--- config.mk ---
export PLATFORM = sky130hd
export DESIGN_NAME = osq_sequencer
export DESIGN_NICKNAME = d
export VERILOG_FILES = /design/src/osq_pkg.sv /design/src/osq_conv.sv /design/src/osq_sequencer.sv
export SDC_FILE = /design/constraint.sdc
export NUM_CORES = 1
export LEC_CHECK = 0
export BUFFER_PORTS_ARGS = -buffer_cell sky130_fd_sc_hd__buf_2
export CELL_PAD_IN_SITES_DETAIL_PLACEMENT = 0
export CELL_PAD_IN_SITES_GLOBAL_PLACEMENT = 1
export CORE_MARGIN = 5
export CORE_UTILIZATION = 23
export DETAILED_ROUTE_END_ITERATION = 12
export PLACE_DENSITY = 0.45
export REMOVE_ABC_BUFFERS = 1
export SETUP_SLACK_MARGIN = 0.4
export SYNTH_ARGS = -nofsm -noshare
export SYNTH_HDL_FRONTEND = slang
export SYNTH_SLANG_ARGS = --single-unit
--- constraint.sdc ---
create_clock -name CLOCK -period 10.3 [get_ports CLOCK]
set_input_delay 0.515 -clock CLOCK [delete_from_list [all_inputs] [get_ports CLOCK]]
set_output_delay 0.515 -clock CLOCK [all_outputs]
set_load 0.1 [all_outputs]
--- src/osq_pkg.sv ---
// osq_pkg: constants, command codes and carrier types of the optical measurement sequencer.
// assumes a 200 MHz core clock; shared by the sequencer and its conversion timer.
package osq_pkg;
	localparam int CLK_PERIOD_PS = 5000;
	// shortest integration, 25.6 us; longer ones are this doubled per code step
	localparam int INTEG_BASE_PS = 25_600_000;
	localparam int INTEG_BASE_CYC = (INTEG_BASE_PS + CLK_PERIOD_PS - 1) / CLK_PERIOD_PS;
	// code 4 gives 410 us, code 7 gives 3.28 ms
	localparam int INTEG_CODE_W = 3;
	localparam int INTEG_CNT_W = 20;
	// one step of the autonomous measurement interval, 31.25 us
	localparam int RATE_TICK_PS = 31_250_000;
	localparam int RATE_TICK_CYC = (RATE_TICK_PS + CLK_PERIOD_PS - 1) / CLK_PERIOD_PS;
	localparam int RATE_W = 16;
	localparam int RATE_CNT_W = 29;

	localparam int NUM_CH = 5;
	localparam int NUM_PS = 3;
	localparam int NUM_LED = 3;
	localparam int CUR_W = 4;
	localparam int RES_W = 16;
	localparam logic [2:0] CH_VIS = 3'h3;
	localparam logic [2:0] CH_IR = 3'h4;
	localparam logic [4:0] PS_MASK = 5'h07;
	localparam logic [4:0] ALS_MASK = 5'h18;
	localparam logic [RES_W-1:0] RESULT_SAT = 16'hffff;

	localparam logic [3:0] CMD_NOP = 4'h0;
	localparam logic [3:0] CMD_PS_FORCE = 4'h1;
	localparam logic [3:0] CMD_ALS_FORCE = 4'h2;
	localparam logic [3:0] CMD_ALL_FORCE = 4'h3;
	localparam logic [3:0] CMD_AUTO_GO = 4'h4;
	localparam logic [3:0] CMD_AUTO_STOP = 4'h5;

	typedef struct packed {
		logic [INTEG_CODE_W-1:0] time_code;
		logic high_range;
	} osq_adc_cfg_t;

	typedef logic [NUM_CH-1:0][RES_W-1:0] osq_results_t;

	typedef enum logic [3:0] {
		ST_IDLE = 4'b0001,
		ST_START = 4'b0010,
		ST_WAIT = 4'b0100,
		ST_DONE = 4'b1000
	} osq_state_t;

	typedef enum logic [1:0] {
		CV_IDLE = 2'b01,
		CV_INTEG = 2'b10
	} osq_conv_state_t;
endpackage

--- src/osq_conv.sv ---
// osq_conv: one ADC conversion, timed integration then capture of the sample.
// assumes the analog front end delivers sample and saturation on the core clock.
`timescale 1ns/1ps
`default_nettype none
module osq_conv #(
	parameter int BASE_CYC = osq_pkg::INTEG_BASE_CYC
) (
	// clock and control
	input wire logic clock,
	input wire logic rst_n,
	input wire logic clk_en,
	input wire logic start,
	input wire osq_pkg::osq_adc_cfg_t cfg,
	// analog front end
	input wire logic [osq_pkg::RES_W-1:0] adc_sample,
	input wire logic adc_sat,
	// conversion outcome
	output logic integrating,
	output logic done,
	output logic [osq_pkg::RES_W-1:0] result,
	output logic overflow
);
	localparam int CW = osq_pkg::INTEG_CNT_W;
	osq_pkg::osq_conv_state_t state, next_state;
	logic [CW-1:0] cnt, next_cnt, len, next_len;
	logic next_done, next_overflow;
	logic [osq_pkg::RES_W-1:0] next_result;

	always_comb begin
		next_state = state;
		next_cnt = cnt;
		next_len = len;
		next_done = 1'b0;
		next_result = result;
		next_overflow = overflow;
		case (state)
			osq_pkg::CV_IDLE: begin
				if (start) begin
					next_state = osq_pkg::CV_INTEG;
					next_cnt = '0;
					next_len = CW'(BASE_CYC) << cfg.time_code;
				end
			end
			osq_pkg::CV_INTEG: begin
				if (cnt == len - CW'(1)) begin
					next_state = osq_pkg::CV_IDLE;
					next_done = 1'b1;
					// saturation forces all ones; a clean sample is taken as is
					next_result = adc_sat ? osq_pkg::RESULT_SAT : adc_sample;
					next_overflow = adc_sat;
				end else begin
					next_cnt = cnt + CW'(1);
				end
			end
			default: next_state = osq_pkg::CV_IDLE;
		endcase
	end

	always_ff @(posedge clock or negedge rst_n) begin
		if (!rst_n) begin
			state <= osq_pkg::CV_IDLE;
			cnt <= '0;
			len <= '0;
			done <= 1'b0;
			result <= '0;
			overflow <= 1'b0;
			integrating <= 1'b0;
		end else if (clk_en) begin
			state <= next_state;
			cnt <= next_cnt;
			len <= next_len;
			done <= next_done;
			result <= next_result;
			overflow <= next_overflow;
			integrating <= next_state == osq_pkg::CV_INTEG;
		end
	end
endmodule
`default_nettype wire

--- src/osq_sequencer.sv ---
// osq_sequencer: measurement sequencing of the optical proximity and ambient sensor.
// assumes host commands and settings arrive on the core clock from the register front end.
`timescale 1ns/1ps
`default_nettype none
module osq_sequencer #(
	parameter int INTEG_CYC = osq_pkg::INTEG_BASE_CYC,
	parameter int RATE_CYC = osq_pkg::RATE_TICK_CYC
) (
	// clock, reset, enable
	input wire logic CLOCK,
	input wire logic RST_N,
	input wire logic CLK_EN,
	// host commands
	input wire logic CMD_VALID,
	input wire logic [3:0] CMD_CODE,
	output logic CMD_READY,
	// configuration
	input wire logic [osq_pkg::NUM_CH-1:0] CHAN_EN,
	input wire logic [osq_pkg::NUM_PS-1:0][osq_pkg::NUM_LED-1:0] LED_SEL,
	input wire logic [osq_pkg::NUM_LED-1:0][osq_pkg::CUR_W-1:0] LED_CURRENT_SET,
	input wire osq_pkg::osq_adc_cfg_t PS_CFG,
	input wire osq_pkg::osq_adc_cfg_t VIS_CFG,
	input wire osq_pkg::osq_adc_cfg_t IR_CFG,
	input wire logic [osq_pkg::RATE_W-1:0] MEAS_RATE,
	input wire logic IRQ_ENABLE,
	input wire logic IRQ_ACK,
	// analog front end
	input wire logic [osq_pkg::RES_W-1:0] ADC_SAMPLE,
	input wire logic ADC_SAT,
	output logic [osq_pkg::NUM_LED-1:0] LED_ON,
	output logic [osq_pkg::NUM_LED-1:0][osq_pkg::CUR_W-1:0] LED_CURRENT,
	output logic ADC_HIGH_RANGE,
	output logic [2:0] ADC_CHAN,
	output logic ADC_INTEGRATE,
	// results and status
	output osq_pkg::osq_results_t RESULTS,
	output logic RESP_OVF,
	output logic AUTO_ACTIVE,
	output logic BUSY,
	// interrupt pin, open drain
	output logic INT_O,
	output logic INT_OE
);
	logic rst_meta, rst_n;
	osq_pkg::osq_state_t state, next_state;
	logic [osq_pkg::NUM_CH-1:0] pend, next_pend;
	logic [2:0] idx, next_idx, sel;
	logic [osq_pkg::RATE_CNT_W-1:0] rate_cnt, next_rate_cnt, rate_limit;
	logic next_auto, next_ovf, next_int, next_range, rate_due;
	logic cmd_take, nop_take, conv_start, ovf_set, int_set;
	logic [osq_pkg::NUM_LED-1:0] next_led, led_pick;
	logic [osq_pkg::NUM_LED-1:0][osq_pkg::CUR_W-1:0] next_cur;
	logic [2:0] next_chan;
	osq_pkg::osq_results_t next_results;
	osq_pkg::osq_adc_cfg_t cfg_sel;
	logic conv_done, conv_ovf, conv_integ;
	logic [osq_pkg::RES_W-1:0] conv_result;

	// reset release is synchronised; assertion stays asynchronous
	always_ff @(posedge CLOCK or negedge RST_N) begin
		if (!RST_N) begin
			rst_meta <= 1'b0;
			rst_n <= 1'b0;
		end else begin
			rst_meta <= 1'b1;
			rst_n <= rst_meta;
		end
	end

	function automatic logic [2:0] first_set(input logic [osq_pkg::NUM_CH-1:0] m);
		first_set = 3'h0;
		for (int i = osq_pkg::NUM_CH - 1; i >= 0; i--) begin
			if (m[i]) begin
				first_set = 3'(i);
			end
		end
	endfunction

	always_comb begin
		next_state = state;
		next_pend = pend;
		next_idx = idx;
		next_auto = AUTO_ACTIVE;
		next_rate_cnt = rate_cnt;
		next_led = LED_ON;
		next_cur = LED_CURRENT;
		next_range = ADC_HIGH_RANGE;
		next_chan = ADC_CHAN;
		next_results = RESULTS;
		conv_start = 1'b0;
		int_set = 1'b0;
		cmd_take = CMD_VALID && CMD_READY;
		nop_take = cmd_take && CMD_CODE == osq_pkg::CMD_NOP;
		sel = first_set(pend);
		led_pick = LED_SEL[sel[1:0]];
		// visible and infrared keep separate settings
		cfg_sel = (sel < 3'(osq_pkg::NUM_PS)) ? PS_CFG
			: (sel == osq_pkg::CH_VIS) ? VIS_CFG : IR_CFG;
		rate_limit = osq_pkg::RATE_CNT_W'(MEAS_RATE) * osq_pkg::RATE_CNT_W'(RATE_CYC);
		rate_due = AUTO_ACTIVE && rate_cnt >= rate_limit;
		if (AUTO_ACTIVE && !rate_due) begin
			next_rate_cnt = rate_cnt + osq_pkg::RATE_CNT_W'(1);
		end
		ovf_set = state == osq_pkg::ST_WAIT && conv_done && conv_ovf;
		case (state)
			osq_pkg::ST_IDLE: begin
				// currents only move between sets, never under a lit LED
				next_cur = LED_CURRENT_SET;
				if (cmd_take) begin
					case (CMD_CODE)
						osq_pkg::CMD_PS_FORCE: begin
							next_pend = CHAN_EN & osq_pkg::PS_MASK;
							next_state = osq_pkg::ST_START;
						end
						osq_pkg::CMD_ALS_FORCE: begin
							next_pend = CHAN_EN & osq_pkg::ALS_MASK;
							next_state = osq_pkg::ST_START;
						end
						osq_pkg::CMD_ALL_FORCE: begin
							next_pend = CHAN_EN;
							next_state = osq_pkg::ST_START;
						end
						osq_pkg::CMD_AUTO_GO: begin
							next_auto = 1'b1;
							next_rate_cnt = '0;
						end
						osq_pkg::CMD_AUTO_STOP: next_auto = 1'b0;
						default: next_state = osq_pkg::ST_IDLE;
					endcase
				end else if (rate_due) begin
					// a due run waits while busy rather than being dropped
					next_pend = CHAN_EN;
					next_state = osq_pkg::ST_START;
					next_rate_cnt = '0;
				end
			end
			osq_pkg::ST_START: begin
				if (pend == '0) begin
					next_state = osq_pkg::ST_DONE;
				end else begin
					conv_start = 1'b1;
					next_idx = sel;
					next_pend = pend & ~(osq_pkg::NUM_CH'(1) << sel);
					next_led = (sel < 3'(osq_pkg::NUM_PS)) ? led_pick : '0;
					next_range = cfg_sel.high_range;
					next_chan = sel;
					next_state = osq_pkg::ST_WAIT;
				end
			end
			osq_pkg::ST_WAIT: begin
				if (conv_done) begin
					next_results[idx] = conv_result;
					next_led = '0;
					next_state = osq_pkg::ST_START;
				end
			end
			osq_pkg::ST_DONE: begin
				int_set = IRQ_ENABLE;
				next_state = osq_pkg::ST_IDLE;
			end
			default: next_state = osq_pkg::ST_IDLE;
		endcase
		// a new event in the clearing cycle wins
		next_ovf = (RESP_OVF && !nop_take) || ovf_set;
		next_int = (INT_OE && !IRQ_ACK) || int_set;
	end

	always_ff @(posedge CLOCK or negedge rst_n) begin
		if (!rst_n) begin
			state <= osq_pkg::ST_IDLE;
			pend <= '0;
			idx <= '0;
			rate_cnt <= '0;
			AUTO_ACTIVE <= 1'b0;
			LED_ON <= '0;
			LED_CURRENT <= '0;
			ADC_HIGH_RANGE <= 1'b0;
			ADC_CHAN <= '0;
			RESULTS <= '0;
			RESP_OVF <= 1'b0;
			CMD_READY <= 1'b0;
			BUSY <= 1'b0;
			INT_O <= 1'b0;
			INT_OE <= 1'b0;
		end else if (CLK_EN) begin
			state <= next_state;
			pend <= next_pend;
			idx <= next_idx;
			rate_cnt <= next_rate_cnt;
			AUTO_ACTIVE <= next_auto;
			LED_ON <= next_led;
			LED_CURRENT <= next_cur;
			ADC_HIGH_RANGE <= next_range;
			ADC_CHAN <= next_chan;
			RESULTS <= next_results;
			RESP_OVF <= next_ovf;
			CMD_READY <= next_state == osq_pkg::ST_IDLE;
			BUSY <= next_state != osq_pkg::ST_IDLE;
			INT_O <= 1'b0;
			INT_OE <= next_int;
		end
	end

	osq_conv #(
		.BASE_CYC(INTEG_CYC)
	) u_conv (
		.clock(CLOCK),
		.rst_n(rst_n),
		.clk_en(CLK_EN),
		.start(conv_start),
		.cfg(cfg_sel),
		.adc_sample(ADC_SAMPLE),
		.adc_sat(ADC_SAT),
		.integrating(conv_integ),
		.done(conv_done),
		.result(conv_result),
		.overflow(conv_ovf)
	);
	assign ADC_INTEGRATE = conv_integ;
endmodule
`default_nettype wire

== Yosys cells after proc, flatten, opt, wreduce, memory -nomap -nowiden ==
Cells that the tools add are included.

* Input bits: 81
* Register bits after elaboration: 205
* Output and inout bits: 106
* Logic and storage cells: 140

* Multiplexer cells: 45
* Order comparisons: 5
* Reductions and logical operators: 31
* Shift-type cells: 2
* Add/subtract/negate cells: 3
* Multipliers: 1
* Bitwise operators: 3
* Equality and inequality tests: 22

{| class="wikitable"
|+ Operator list
! kind !! number
|-
| two-way mux 29 bit || 5
|-
| bitwise mux 80 bit || 1
|-
| demux 16 bit (select 3 bit) || 1
|-
| two-way mux 20 bit || 2
|-
| case mux 20 bit (2 select lines) || 1
|-
| two-way mux 16 bit || 2
|-
| adder 29 x 1 -> 29 bit, second input constant || 1
|-
| greater-or-equal comparator 29 bit || 1
|-
| multiplier 16 x 12 -> 28 bit, second input constant || 1
|-
| two-way mux 3 bit || 9
|-
| two-way mux 4 bit || 6
|-
| adder 20 x 1 -> 20 bit, second input constant || 1
|-
| equality test 20 bit || 1
|-
| << shifter 13 x 3 -> 20 bit, first input constant || 1
|-
| subtractor 20 x 1 -> 20 bit, second input constant || 1
|-
| two-way mux 5 bit || 3
|-
| case mux 5 bit (3 select lines) || 1
|-
| equality test 4 x 1 -> 1 bit, second input constant || 3
|-
| equality test 4 x 2 -> 1 bit, second input constant || 3
|-
| equality test 4 x 3 -> 1 bit, second input constant || 3
|-
| case mux 4 bit (3 select lines) || 1
|-
| AND reduction 3 bit || 4
|-
| AND reduction 4 bit || 3
|-
| case mux 5 bit (2 select lines) || 1
|-
| 34 further kinds || 56
|}

== Depth between registers and ports, before layout ==
Gate-level depths: netlist (run 1).

* Word-level depth: 10
* Gate-level depth with buffers: 29
* Gate-level depth less buffers: 27

== By module ==
A second synthesis (run 1) with hierarchy kept.

* Cell total of the unflattened synthesis: 1260
* Area total of the unflattened synthesis: 13052.5 sq um

{| class="wikitable"
|+ Modules (own cells, without submodules)
! module !! cells an instance !! seq. area each (sq um) !! area an instance (sq um) !! times used
|-
| osq_sequencer || 941 || 3604.7 || 10197.3 || 1
|-
| osq_conv || 319 || 1277.5 || 2855.2 || 1
|}

== Worst setup path before layout (run 1) ==
No wires, ideal clock.

* Path kind: input -> register
* Start: input port MEAS_RATE[3] (netlist name)
* End: register rate_cnt[27] (netlist name)
* Library setup time: 0.078 ns
* Data arrival time: 6.547 ns
* Setup slack: 3.675 ns
* Cell stages on the path: 27
* Data required time: 10.222 ns
* Buffers on the path: 1
* Cells stage by stage: ha_1 -> ha_1 -> xor2_1 -> ha_1 -> ha_1 -> inv_1 -> fa_1 -> inv_1 -> ha_1 -> a21o_1 -> a221oi_1 -> o21ai_0 -> a21oi_1 -> o31ai_1 -> a21o_1 -> a21oi_1 -> xor2_1 -> ha_1 -> a21o_1 -> a21o_1 -> a211oi_2 -> o21ai_2 -> a2111oi_4 -> nand3_2 -> buf_2 -> or4_1 -> a21oi_1

* Longest elaborated chain between the ends: 9
* Elaborated cells on any way between the ends: 10
* Classes of those cells: 1 x mul; 1 x order compare; 5 x mux; 3 x reduce/logical

{| class="wikitable"
|+ RTL lines
! element !! RTL line !! source
|-
| from (decl) || osq_sequencer.sv:24 || <nowiki>input wire logic [osq_pkg::RATE_W-1:0] MEAS_RATE,</nowiki>
|-
| multiplier 16 x 12 -> 28 bit * || osq_sequencer.sv:99 || <nowiki>rate_limit = osq_pkg::RATE_CNT_W'(MEAS_RATE) * osq_pkg::RATE_CNT_W'(RATE_CYC);</nowiki>
|-
| greater-or-equal comparator 29 bit * || osq_sequencer.sv:100 || <nowiki>rate_due = AUTO_ACTIVE && rate_cnt >= rate_limit;</nowiki>
|-
| logical AND 1 bit * || osq_sequencer.sv:100 ||
|-
| zero test 1 bit || osq_sequencer.sv:101 || <nowiki>if (AUTO_ACTIVE && !rate_due) begin</nowiki>
|-
| logical AND 1 bit || osq_sequencer.sv:101 ||
|-
| two-way mux 29 bit || osq_sequencer.sv:101 ||
|-
| two-way mux 29 bit, on equally long branches || osq_sequencer.sv:130, osq_sequencer.sv:110 ||
|-
| two-way mux 29 bit || osq_sequencer.sv:109 || <nowiki>if (cmd_take) begin</nowiki>
|-
| two-way mux 29 bit * || osq_sequencer.sv:105 || <nowiki>case (state)</nowiki>
|-
| to (signal assigned) || osq_sequencer.sv:189 || <nowiki>rate_cnt <= next_rate_cnt;</nowiki>
|-
| to (decl) || osq_sequencer.sv:48 || <nowiki>logic [osq_pkg::RATE_CNT_W-1:0] rate_cnt, next_rate_cnt, rate_limit;</nowiki>
|}

Every way passes the cells marked *; elsewhere a longest branch is shown, timed or not.
A chain may end at the register's enable or synchronous reset.

== Worst setup path in the final report (run 1) ==
* Start: input port MEAS_RATE[4] (netlist name)
* End: register rate_cnt[28] (netlist name)

The elaborated chain is that of the path after synthesis.

==> metrics.cfg, run 1 <==
[sta]
tns_ns=0
setup_viol_count_final=0
timing.final.max_slew_violations=0
fin_skew_ns=0.0171
period_share_pct=71.4
setup_slack_ns=2.95
final_hold_viol_count=0
rsz0062_at_grt=no
max_freq_mhz=136
worst-slew-pin-transition_ns=0.989
post-route-min-period_ns=7.35
slew_headroom_pct=34.1

[route]
vias=9679
viasPerCell=4.41
routedWlPerCell_um=16.6
wl_mm=36.5
drc=0
drtIter0Drc=324
ant_nets=0
dr.pass1.iters=4

[floorplan]
die_w_um=248
pin_count=187
num_rows=87
fp.coreArea_um2=56200
start_util_pct=23.2
die_y_um=248
die_area_um2=61400

[cells_and_area]
drive_gt1_share_pct=24.5
syn_to_final_growth_pct=18.5
n_fill_cell=6064
multi_input_area_um2=7550
nets=1686
final_area_um2=15400
seq_area_um2=4890

[placement]
gp_congestion=0.730
placed_area_um2=14800
numPortBuffers=185
dpl.hpwl_mm=28.1
dpl_worst_slack_ns=2.40

[synth]
synth_common_cells=193 x dfrtp_1, 143 x ha_1, 115 x inv_1
yosys.area.top_type=dfrtp_1
yosys_most_used_dff=dfrtp_1
synth_top_area_share_pct=37.1
synth_edf_count=0
yosys_warnings=0
postSynthAreaPerCell_um2=10.4
seq_area_frac_synth_pct=37.5
synth-async-reset-ratio_pct=100
synthesis.area_um2=13000
synthCells=1249
synth.ff_latch_count=195
synth_area_leaders=dfrtp_1 37%, ha_1 14%, mux2_2 8.1%
synthDistinctLibCells=81
yosysMostFrequentCell=dfrtp_1

[setup_path]
required_ns=10.66
critPathMaxFanout=23
critical_path_arrival_ns=7.71
r2r-end=rate_cnt[28]$_DFFE_PN0P_
r2r_slack_ns=6.70
timing.rr.start=rate_cnt[10]$_DFFE_PN0P_
reg2regPathDepth=9
worst-setup-path-type=input pin to register
start_kind=input pin
critPathCaptureType=register

[worst_hold_path]
min_path_type=register to async pin

[clock_network]
clk_pin_slew_ns=0.07
cts_resized=0
cts_setup_buffers=0
cts_max_level=4
cts_tree=built
cts.sinks=195
cts_made_buffers=17
clockBufferDepth=2
insertion_delay_ns=0.45
cts_root_buffer=clkbuf_16

[power]
power.leakage_nw=7.82
vdd_drop_max_mv=0.175
powerDensity_nw_per_um2=207

[global_routing]
grt_max_degree=69
grt_pass1_wl_mm=58.8
grt_pass1_vias=10200
overflow=0
grt_use_total_pct=12.1
antenna_found_initial=8

[outcome]
status=completed

[job]
cap_violations=0

==> cell usage in the layout, fill, tap and decap left out, types with 16 or more instances in the layout <==
master	n
a21o_1	24
a21oi_1	80
buf_2	185
clkbuf_16	17
dfrtp_1	192
fa_1	38
ha_1	143
inv_1	115
mux2_2	94
nand2_1	60
nand3_1	29
nand4_1	22
nor2_1	97
o21ai_0	45
o31ai_1	16
or3_1	20
xnor2_1	17
xor2_1	36
==> cell type report <==
type / instances / area share, %
Clock inverter: 14 / 0.926
Antenna cell: 2 / 0.0325
Timing Repair Buffer: 196 / 6.56
Tap cell: 756 / 6.14
Clock buffer: 18 / 2.85
Inverter: 116 / 2.83
Sequential cell: 195 / 31.7
Multi-Input combinational cell: 898 / 49.0
==> worst max path at each step <==
| stage | from | end | slack (ns) | cells past startpoint |
|---|---|---|---|---|
| after floorplan | MEAS_RATE[3] | rate_cnt[17]$_DFFE_PN0P_ | 3.14 | 25 |
| after global placement | MEAS_RATE[5] | rate_cnt[28]$_DFFE_PN0P_ | 2.47 | 28 |
| after detailed placement | MEAS_RATE[5] | rate_cnt[28]$_DFFE_PN0P_ | 2.40 | 28 |
| after CTS | MEAS_RATE[5] | rate_cnt[28]$_DFFE_PN0P_ | 2.85 | 28 |
| after global routing | MEAS_RATE[4] | rate_cnt[28]$_DFFE_PN0P_ | 2.29 | 28 |
| final | MEAS_RATE[4] | rate_cnt[28]$_DFFE_PN0P_ | 2.95 | 28 |
==> flip-flops by register name, summed over array words and instances, names as in the netlist, 2 cells and up <==
name,cells
LED_CURRENT,12
u_conv.result,16
state,4
pend,5
u_conv.len,10
u_conv.cnt,20
RESULTS,80
rate_cnt,29
LED_ON,3
u_conv.state,2
idx,3
==> stage by stage <==
step	std cells	total power, mW	util, %	hold slack [ns]
floorplan	1209	2.16	-	0.219
CTS	2193	3.27	27.4	0.241
global route	2194	3.50	27.4	0.262
global placement	2160	2.56	26.4	0.241
detailed placement	2160	2.56	26.4	0.238
finish	2195	3.20	27.4	0.231
==> critical path, stage by stage <==
cell and delay [ns]:
buf_2 0.13, ha_1 0.28, ha_1 0.14, inv_1 0.08, fa_1 0.54, inv_1 0.04, ha_1 0.26, inv_1 0.05
fa_1 0.54, inv_1 0.04, ha_1 0.33, and3_1 0.17, a221oi_1 0.36, o21ai_0 0.26, a21oi_1 0.28, o31ai_1 0.17
a21o_1 0.20, a21oi_1 0.17, xor2_1 0.18, ha_1 0.26, a21o_1 0.16, a21o_1 0.18, a211oi_2 0.24, o21ai_2 0.13
a2111oi_4 0.54, nand3b_1 0.62, or4_1 0.67, a21oi_1 0.16
==> per-layer routing <==
metal	track usage, %	wire, um	vias up
met4	2.61	376	12
met5	0	62	-
li1	-	-	4783
met1	15.7	16700	4677
met2	19.6	16900	178
met3	4.08	2470	29
==> power by group <==
group	switching (mW)	leakage (nW)	internal (mW)
clock network	0.338	0.284	0.329
registers	0.0975	2.60	0.839
logic	1.00	4.93	0.589
==> cells by family after synthesis <==
logic type / Yosys count / synth area share, %
flops: 195 / 37.5
compound gates: 243 / 12.4
buf+inv: 156 / 4.66
mux: 108 / 9.29
fa+ha+maj: 181 / 19.6
other cells: 2 / 0.0578
simple gates: 311 / 12.9
xor+xnor: 53 / 3.57
==> what timing repair did <==
| action | CTS | global route |
|---|---|---|
| hold buffers | 1 | 0 |
| setup endpoints to repair | 0 | 0 |
| endpoints found under the hold margin | 2 | 0 |
Power figures use the tool's default switching activity.
==> run 2: changes to the inputs <==
ABC_AREA = 1   (was default)
PLACE_DENSITY = 0.46   (was 0.45)
clock period = 7.26 ns   (was 10.3 ns; I/O delays follow)
==> run 2 against run 1 <==
Flip-flop and latch count unchanged; clock skew is 0.0050 ns higher; worst hold slack worse by 0.11 ns; sequential share of layout area shrank 1.1 points; clock-buffer cell count shrank 1; synthesized cell count up 30%; critical path depth grew 3; global-route usage is 1.0 points higher.
==> metrics.cfg, run 2 <==
[setup_path]
cpMostUsedCell=nand2_1
critPathCaptureType=register
critPathTopFamily=adder cells
slowest_stage=fa_1
cp_num_buf_inv=6
critical_path_arrival_ns=6.63
start_kind=input pin
critPathMaxFanout=21
required_ns=7.63
slowest_delay_ns=0.53
worst-setup-path-type=input pin to register

[synth]
synth-async-reset-ratio_pct=100
postSynthAreaPerCell_um2=8.32
synth.ff_latch_count=195
seq_area_frac_synth_pct=36.1
synth_top_area_share_pct=35.7
synth_area_leaders=dfrtp_1 36%, ha_1 13%, nand2_1 8.4%
yosys_warnings=0
yosys_most_used_dff=dfrtp_1
synthCells=1626
yosys.area.top_type=dfrtp_1
yosysMostFrequentCell=nand2_1
synth_edf_count=0
synthesis.area_um2=13500
synth_common_cells=301 x nand2_1, 243 x inv_1, 193 x dfrtp_1
synthDistinctLibCells=57

[global_routing]
grt_pass1_wl_mm=66.7
overflow=0
grt_max_degree=59
antenna_found_initial=8
grt_use_total_pct=13.1
grt_pass1_vias=11900

[cells_and_area]
utilization_pct=27.5
nets=2067
drive_gt1_share_pct=17.9
largest_reg_flops=80
layout_commonest_cell=nand2_1
syn_to_final_growth_pct=18.0
regMostFlops=RESULTS
final_cell_mix=301 x nand2_1, 243 x inv_1, 192 x dfrtp_1
n_fill_cell=6323
reg.largest.list=RESULTS (80), rate_cnt (29), u_conv.cnt (20)

[sta]
worst-slew-pin-transition_ns=0.994
final_hold_viol_count=0
fin_skew_ns=0.0222
timing.final.max_slew_violations=0
setup_viol_count_final=0
post-route-min-period_ns=6.26
rsz0062_at_grt=no
tns_ns=0
slew_headroom_pct=33.7
max_freq_mhz=160
period_share_pct=86.2

[floorplan]
die_y_um=253
num_rows=88
pin_count=187
die_w_um=253
start_util_pct=23.3
die_area_um2=63800
fp.coreArea_um2=58000

[clock_network]
cts_made_buffers=17
cts_max_level=4
clockBufferDepth=2
insertion_delay_ns=0.47
clk_pin_slew_ns=0.10
cts.sinks=195
cts_root_buffer=clkbuf_16
cts_tree=built

[power]
vdd_drop_max_mv=0.158
p_comb_share_pct=53.1
powerDensity_nw_per_um2=317
power.leakage_nw=8.01
p_clk_share_pct=20.2
seqPwrFrac_pct=26.7
swShare_pct=49.4
p_switching_mw=2.50
intPower_mw=2.56

[route]
ant_nets=0
routedWlPerCell_um=16.0
vias=11100
drc=0
dr.pass1.iters=5
drtIter0Drc=566
wl_mm=41.3
viasPerCell=4.28

[outcome]
status=completed

[placement]
gp_congestion=0.820
dpl.hpwl_mm=33.0
numPortBuffers=185

[job]
cap_violations=0

[worst_hold_path]
min_path_type=input pin to register

[run 2: path summary, 6_finish.rpt]
kind                                       startpoint                            to  slack, ns  cells past startpoint
max reg2reg                u_conv.len[10]$_DFFE_PN0P_    u_conv.cnt[15]$_DFFE_PN0P_       4.17                     10
min reg2reg                           rst_n$_DFF_PN0_  u_conv.result[1]$_DFFE_PN0P_       0.31                      0
min in group asynchronous                       RST_N               rst_n$_DFF_PN0_       0.23                      2
max in group asynchronous             rst_n$_DFF_PN0_        RESULTS[8]$_DFFE_PN0P_       5.79                      1
min                                LED_CURRENT_SET[5]    LED_CURRENT[5]$_DFFE_PN0P_       0.12                      2
max                                      MEAS_RATE[5]      rate_cnt[16]$_DFFE_PN0P_       1.00                     31
[run 2: power groups by stage]
stage	combinational (mW)	sequential [mW]	clock, mW
after floorplan	1.64	1.77	0
after global placement	2.74	1.37	0
after detailed placement	2.72	1.38	0
after CTS	2.74	1.36	1.07
after global routing	3.08	1.37	1.10
final	2.69	1.35	1.02
[run 2: worst reg2reg max path, cell delays in order (launching register included)]
cell	delay, ns
dfrtp_1	0.48
inv_1	0.16
ha_1	0.31
nand4_2	0.18
o21a_1	0.20
nor2_1	0.27
nor2_2	0.11
nand3_2	0.10
nand3_2	0.73
nand2_1	0.33
o21ai_2	0.08
[run 2: cell families after synthesis]
group	count (synthesis)	synth area share, %
AND/OR/NAND/NOR	628	20.6
buffers and inverters	282	8.30
AO/OA/AOI/OAI	280	12.2
flip-flops	195	36.1
adder cells (fa/ha/maj)	181	18.9
XOR/XNOR	46	2.98
multiplexers	12	0.999
other	2	0.0555
[run 2: what timing repair did]
item | CTS | global route
endpoints found under the hold margin | 2 | 0
hold buffers | 1 | 0
gates resized for setup | 0 | 3
setup endpoints to repair | 0 | 21
setup buffers | 0 | 0
[run 2: layout make-up]
type | instances | area [um2] | area share [%]
antenna | 3 | 7.51 | 0.0470
clock buffer | 17 | 425 | 2.66
clock inverter | 15 | 219 | 1.37
inverter | 245 | 920 | 5.76
multi-input combinational | 1149 | 7530 | 47.2
sequential | 195 | 4890 | 30.6
tap | 765 | 957 | 5.99
timing repair buffer | 197 | 1020 | 6.38
[run 2: metrics by stage]
step                      cell area (um2)  total power, mW  hold WS [ns]  setup WS, ns  std cells
after floorplan                     13300             3.41        0.0674          1.43       1589
after global placement              15300             4.11         0.151        0.0641       2550
after detailed placement            15300             4.10         0.154         0.143       2550
after CTS                           16000             5.17        0.0906         0.595       2583
after global routing                16000             5.56         0.110         0.424       2583
final                               16000             5.06         0.120          1.00       2586
[run 2: per-layer routing]
metal,vias to the layer above,track usage [%],routed length [um]
li1,5679,-,-
met1,5161,15.8,17900
met2,167,23.0,20200
met3,47,3.81,2270
met4,10,3.57,896
met5,-,0,54
==> run 3: changes to the inputs <==
clock period = 6.52 ns   (was 7.26 ns; I/O delays follow)
==> run 3 against run 2 <==
Via count is 0.97% higher; critical path depth is 3 higher; register-to-register slack worse by 0.68 ns; critical path type unchanged; largest cell class unchanged.
==> metrics.cfg, run 3 (synthesis gave the netlist of run 2 again) <==
[global_routing]
grt_pass1_vias=11900
grt_max_degree=91
grt_use_total_pct=13.2
antenna_found_initial=6
overflow=0
grt_pass1_wl_mm=67.1

[cells_and_area]
drive_gt1_share_pct=19.8
largest_reg_flops=80
nets=2093
reg.largest.list=RESULTS (80), rate_cnt (29), u_conv.cnt (20)
syn_to_final_growth_pct=20.2
final_cell_mix=301 x nand2_1, 242 x inv_1, 192 x dfrtp_1
layout_commonest_cell=nand2_1
final_cells=2611
regMostFlops=RESULTS

[clock_network]
cts_max_level=4
clk_pin_slew_ns=0.08
clockBufferDepth=2
cts_tree=built
cts_made_buffers=17
insertion_delay_ns=0.45
cts_root_buffer=clkbuf_16
cts.sinks=195

[route]
drtIter0Drc=489
drc=0
viasPerCell=4.28
ant_nets=0
vias=11200
wl_mm=41.7
dr.pass1.iters=4
routedWlPerCell_um=16.0

[floorplan]
fp.coreArea_um2=58000
pin_count=187
die_area_um2=63800
die_y_um=253
start_util_pct=23.3
die_w_um=253
num_rows=88

[setup_path]
crit_start=MEAS_RATE[7]
critical_path_arrival_ns=6.12
critPathTopFamily=adder cells
slowest_stage=fa_1
cp_num_buf_inv=8
critPathCaptureType=register
critPathMaxFanout=10
slowest_delay_ns=0.54
worst-setup-path-type=input pin to register
timing.rr.start=u_conv.len[10]$_DFFE_PN0P_
start_kind=input pin
cpMostUsedCell=nand2_1
required_ns=6.87

[sta]
fin_skew_ns=0.0159
post-route-min-period_ns=5.77
max_freq_mhz=173
setup_viol_count_final=0
rsz0062_at_grt=no
timing.final.max_slew_violations=0
hold_slack_ns=0.103
slew_headroom_pct=32.7
final_hold_viol_count=0
worst-slew-pin-transition_ns=1.01
period_share_pct=88.5

[job]
cap_violations=0

[power]
powerDensity_nw_per_um2=362
vdd_drop_max_mv=0.218
power.leakage_nw=8.16

[placement]
gp_congestion=0.836
dpl.hpwl_mm=32.9
dp.cells=2572
numPortBuffers=185

[outcome]
status=completed

[worst_hold_path]
min_path_type=input pin to register
min_from=LED_CURRENT_SET[3]

## run 3: layout make-up
class / count / area, um2
Sequential cell: 195 / 4890
Clock inverter: 14 / 190
Tap cell: 765 / 957
Fill cell: 6354 / 41800
Antenna cell: 3 / 7.51
Timing Repair Buffer: 223 / 1260
Clock buffer: 17 / 425
Multi-Input combinational cell: 1149 / 7610
Inverter: 245 / 923
## run 3: metrics by stage
stage	utilization [%]	total power [mW]	area [um2]	setup WS, ns	TNS [ns]
2_1_floorplan	-	3.79	13300	0.687	0
3_3_place_gp	26.7	4.73	15500	-0.0193	-0.0193
3_5_place_dp	26.7	4.72	15500	-0.0186	-0.0229
4_1_cts	27.8	5.92	16100	0.466	0
5_1_grt	28.0	6.43	16200	0.408	0
6_report	28.0	5.88	16300	0.749	0
## run 3: final timing paths
check                                             end  slack, ns  depth (start not counted)
hold reg to reg                       rst_n$_DFF_PN0_       0.35                          0
min in group asynchronous             rst_n$_DFF_PN0_       0.21                          2
setup / recovery             rate_cnt[25]$_DFFE_PN0P_       0.75                         34
max in group asynchronous     RESULTS[41]$_DFFE_PN0P_       4.93                          1
hold / removal             LED_CURRENT[3]$_DFFE_PN0P_       0.10                          2
setup reg to reg            u_conv.cnt[9]$_DFFE_PN0P_       3.49                         12
## run 3: power by group
group          internal [mW]  switching (mW)  total (mW)
logic                   1.14            2.10        3.24
clock network          0.587           0.549        1.14
registers               1.35           0.155        1.51
## run 3: what timing repair did
action | in CTS | in global routing
hold buffers | 1 | 0
setup buffers | 0 | 3
endpoints found under the hold margin | 2 | 0
setup endpoints to repair | 0 | 38
resized for setup | 0 | 23
## run 3: per-layer routing
layer	share of wire, %	GRT usage (%)
met5	0.060	0
met4	1.1	2.57
met3	5.7	3.80
met2	49	23.0
met1	44	16.2
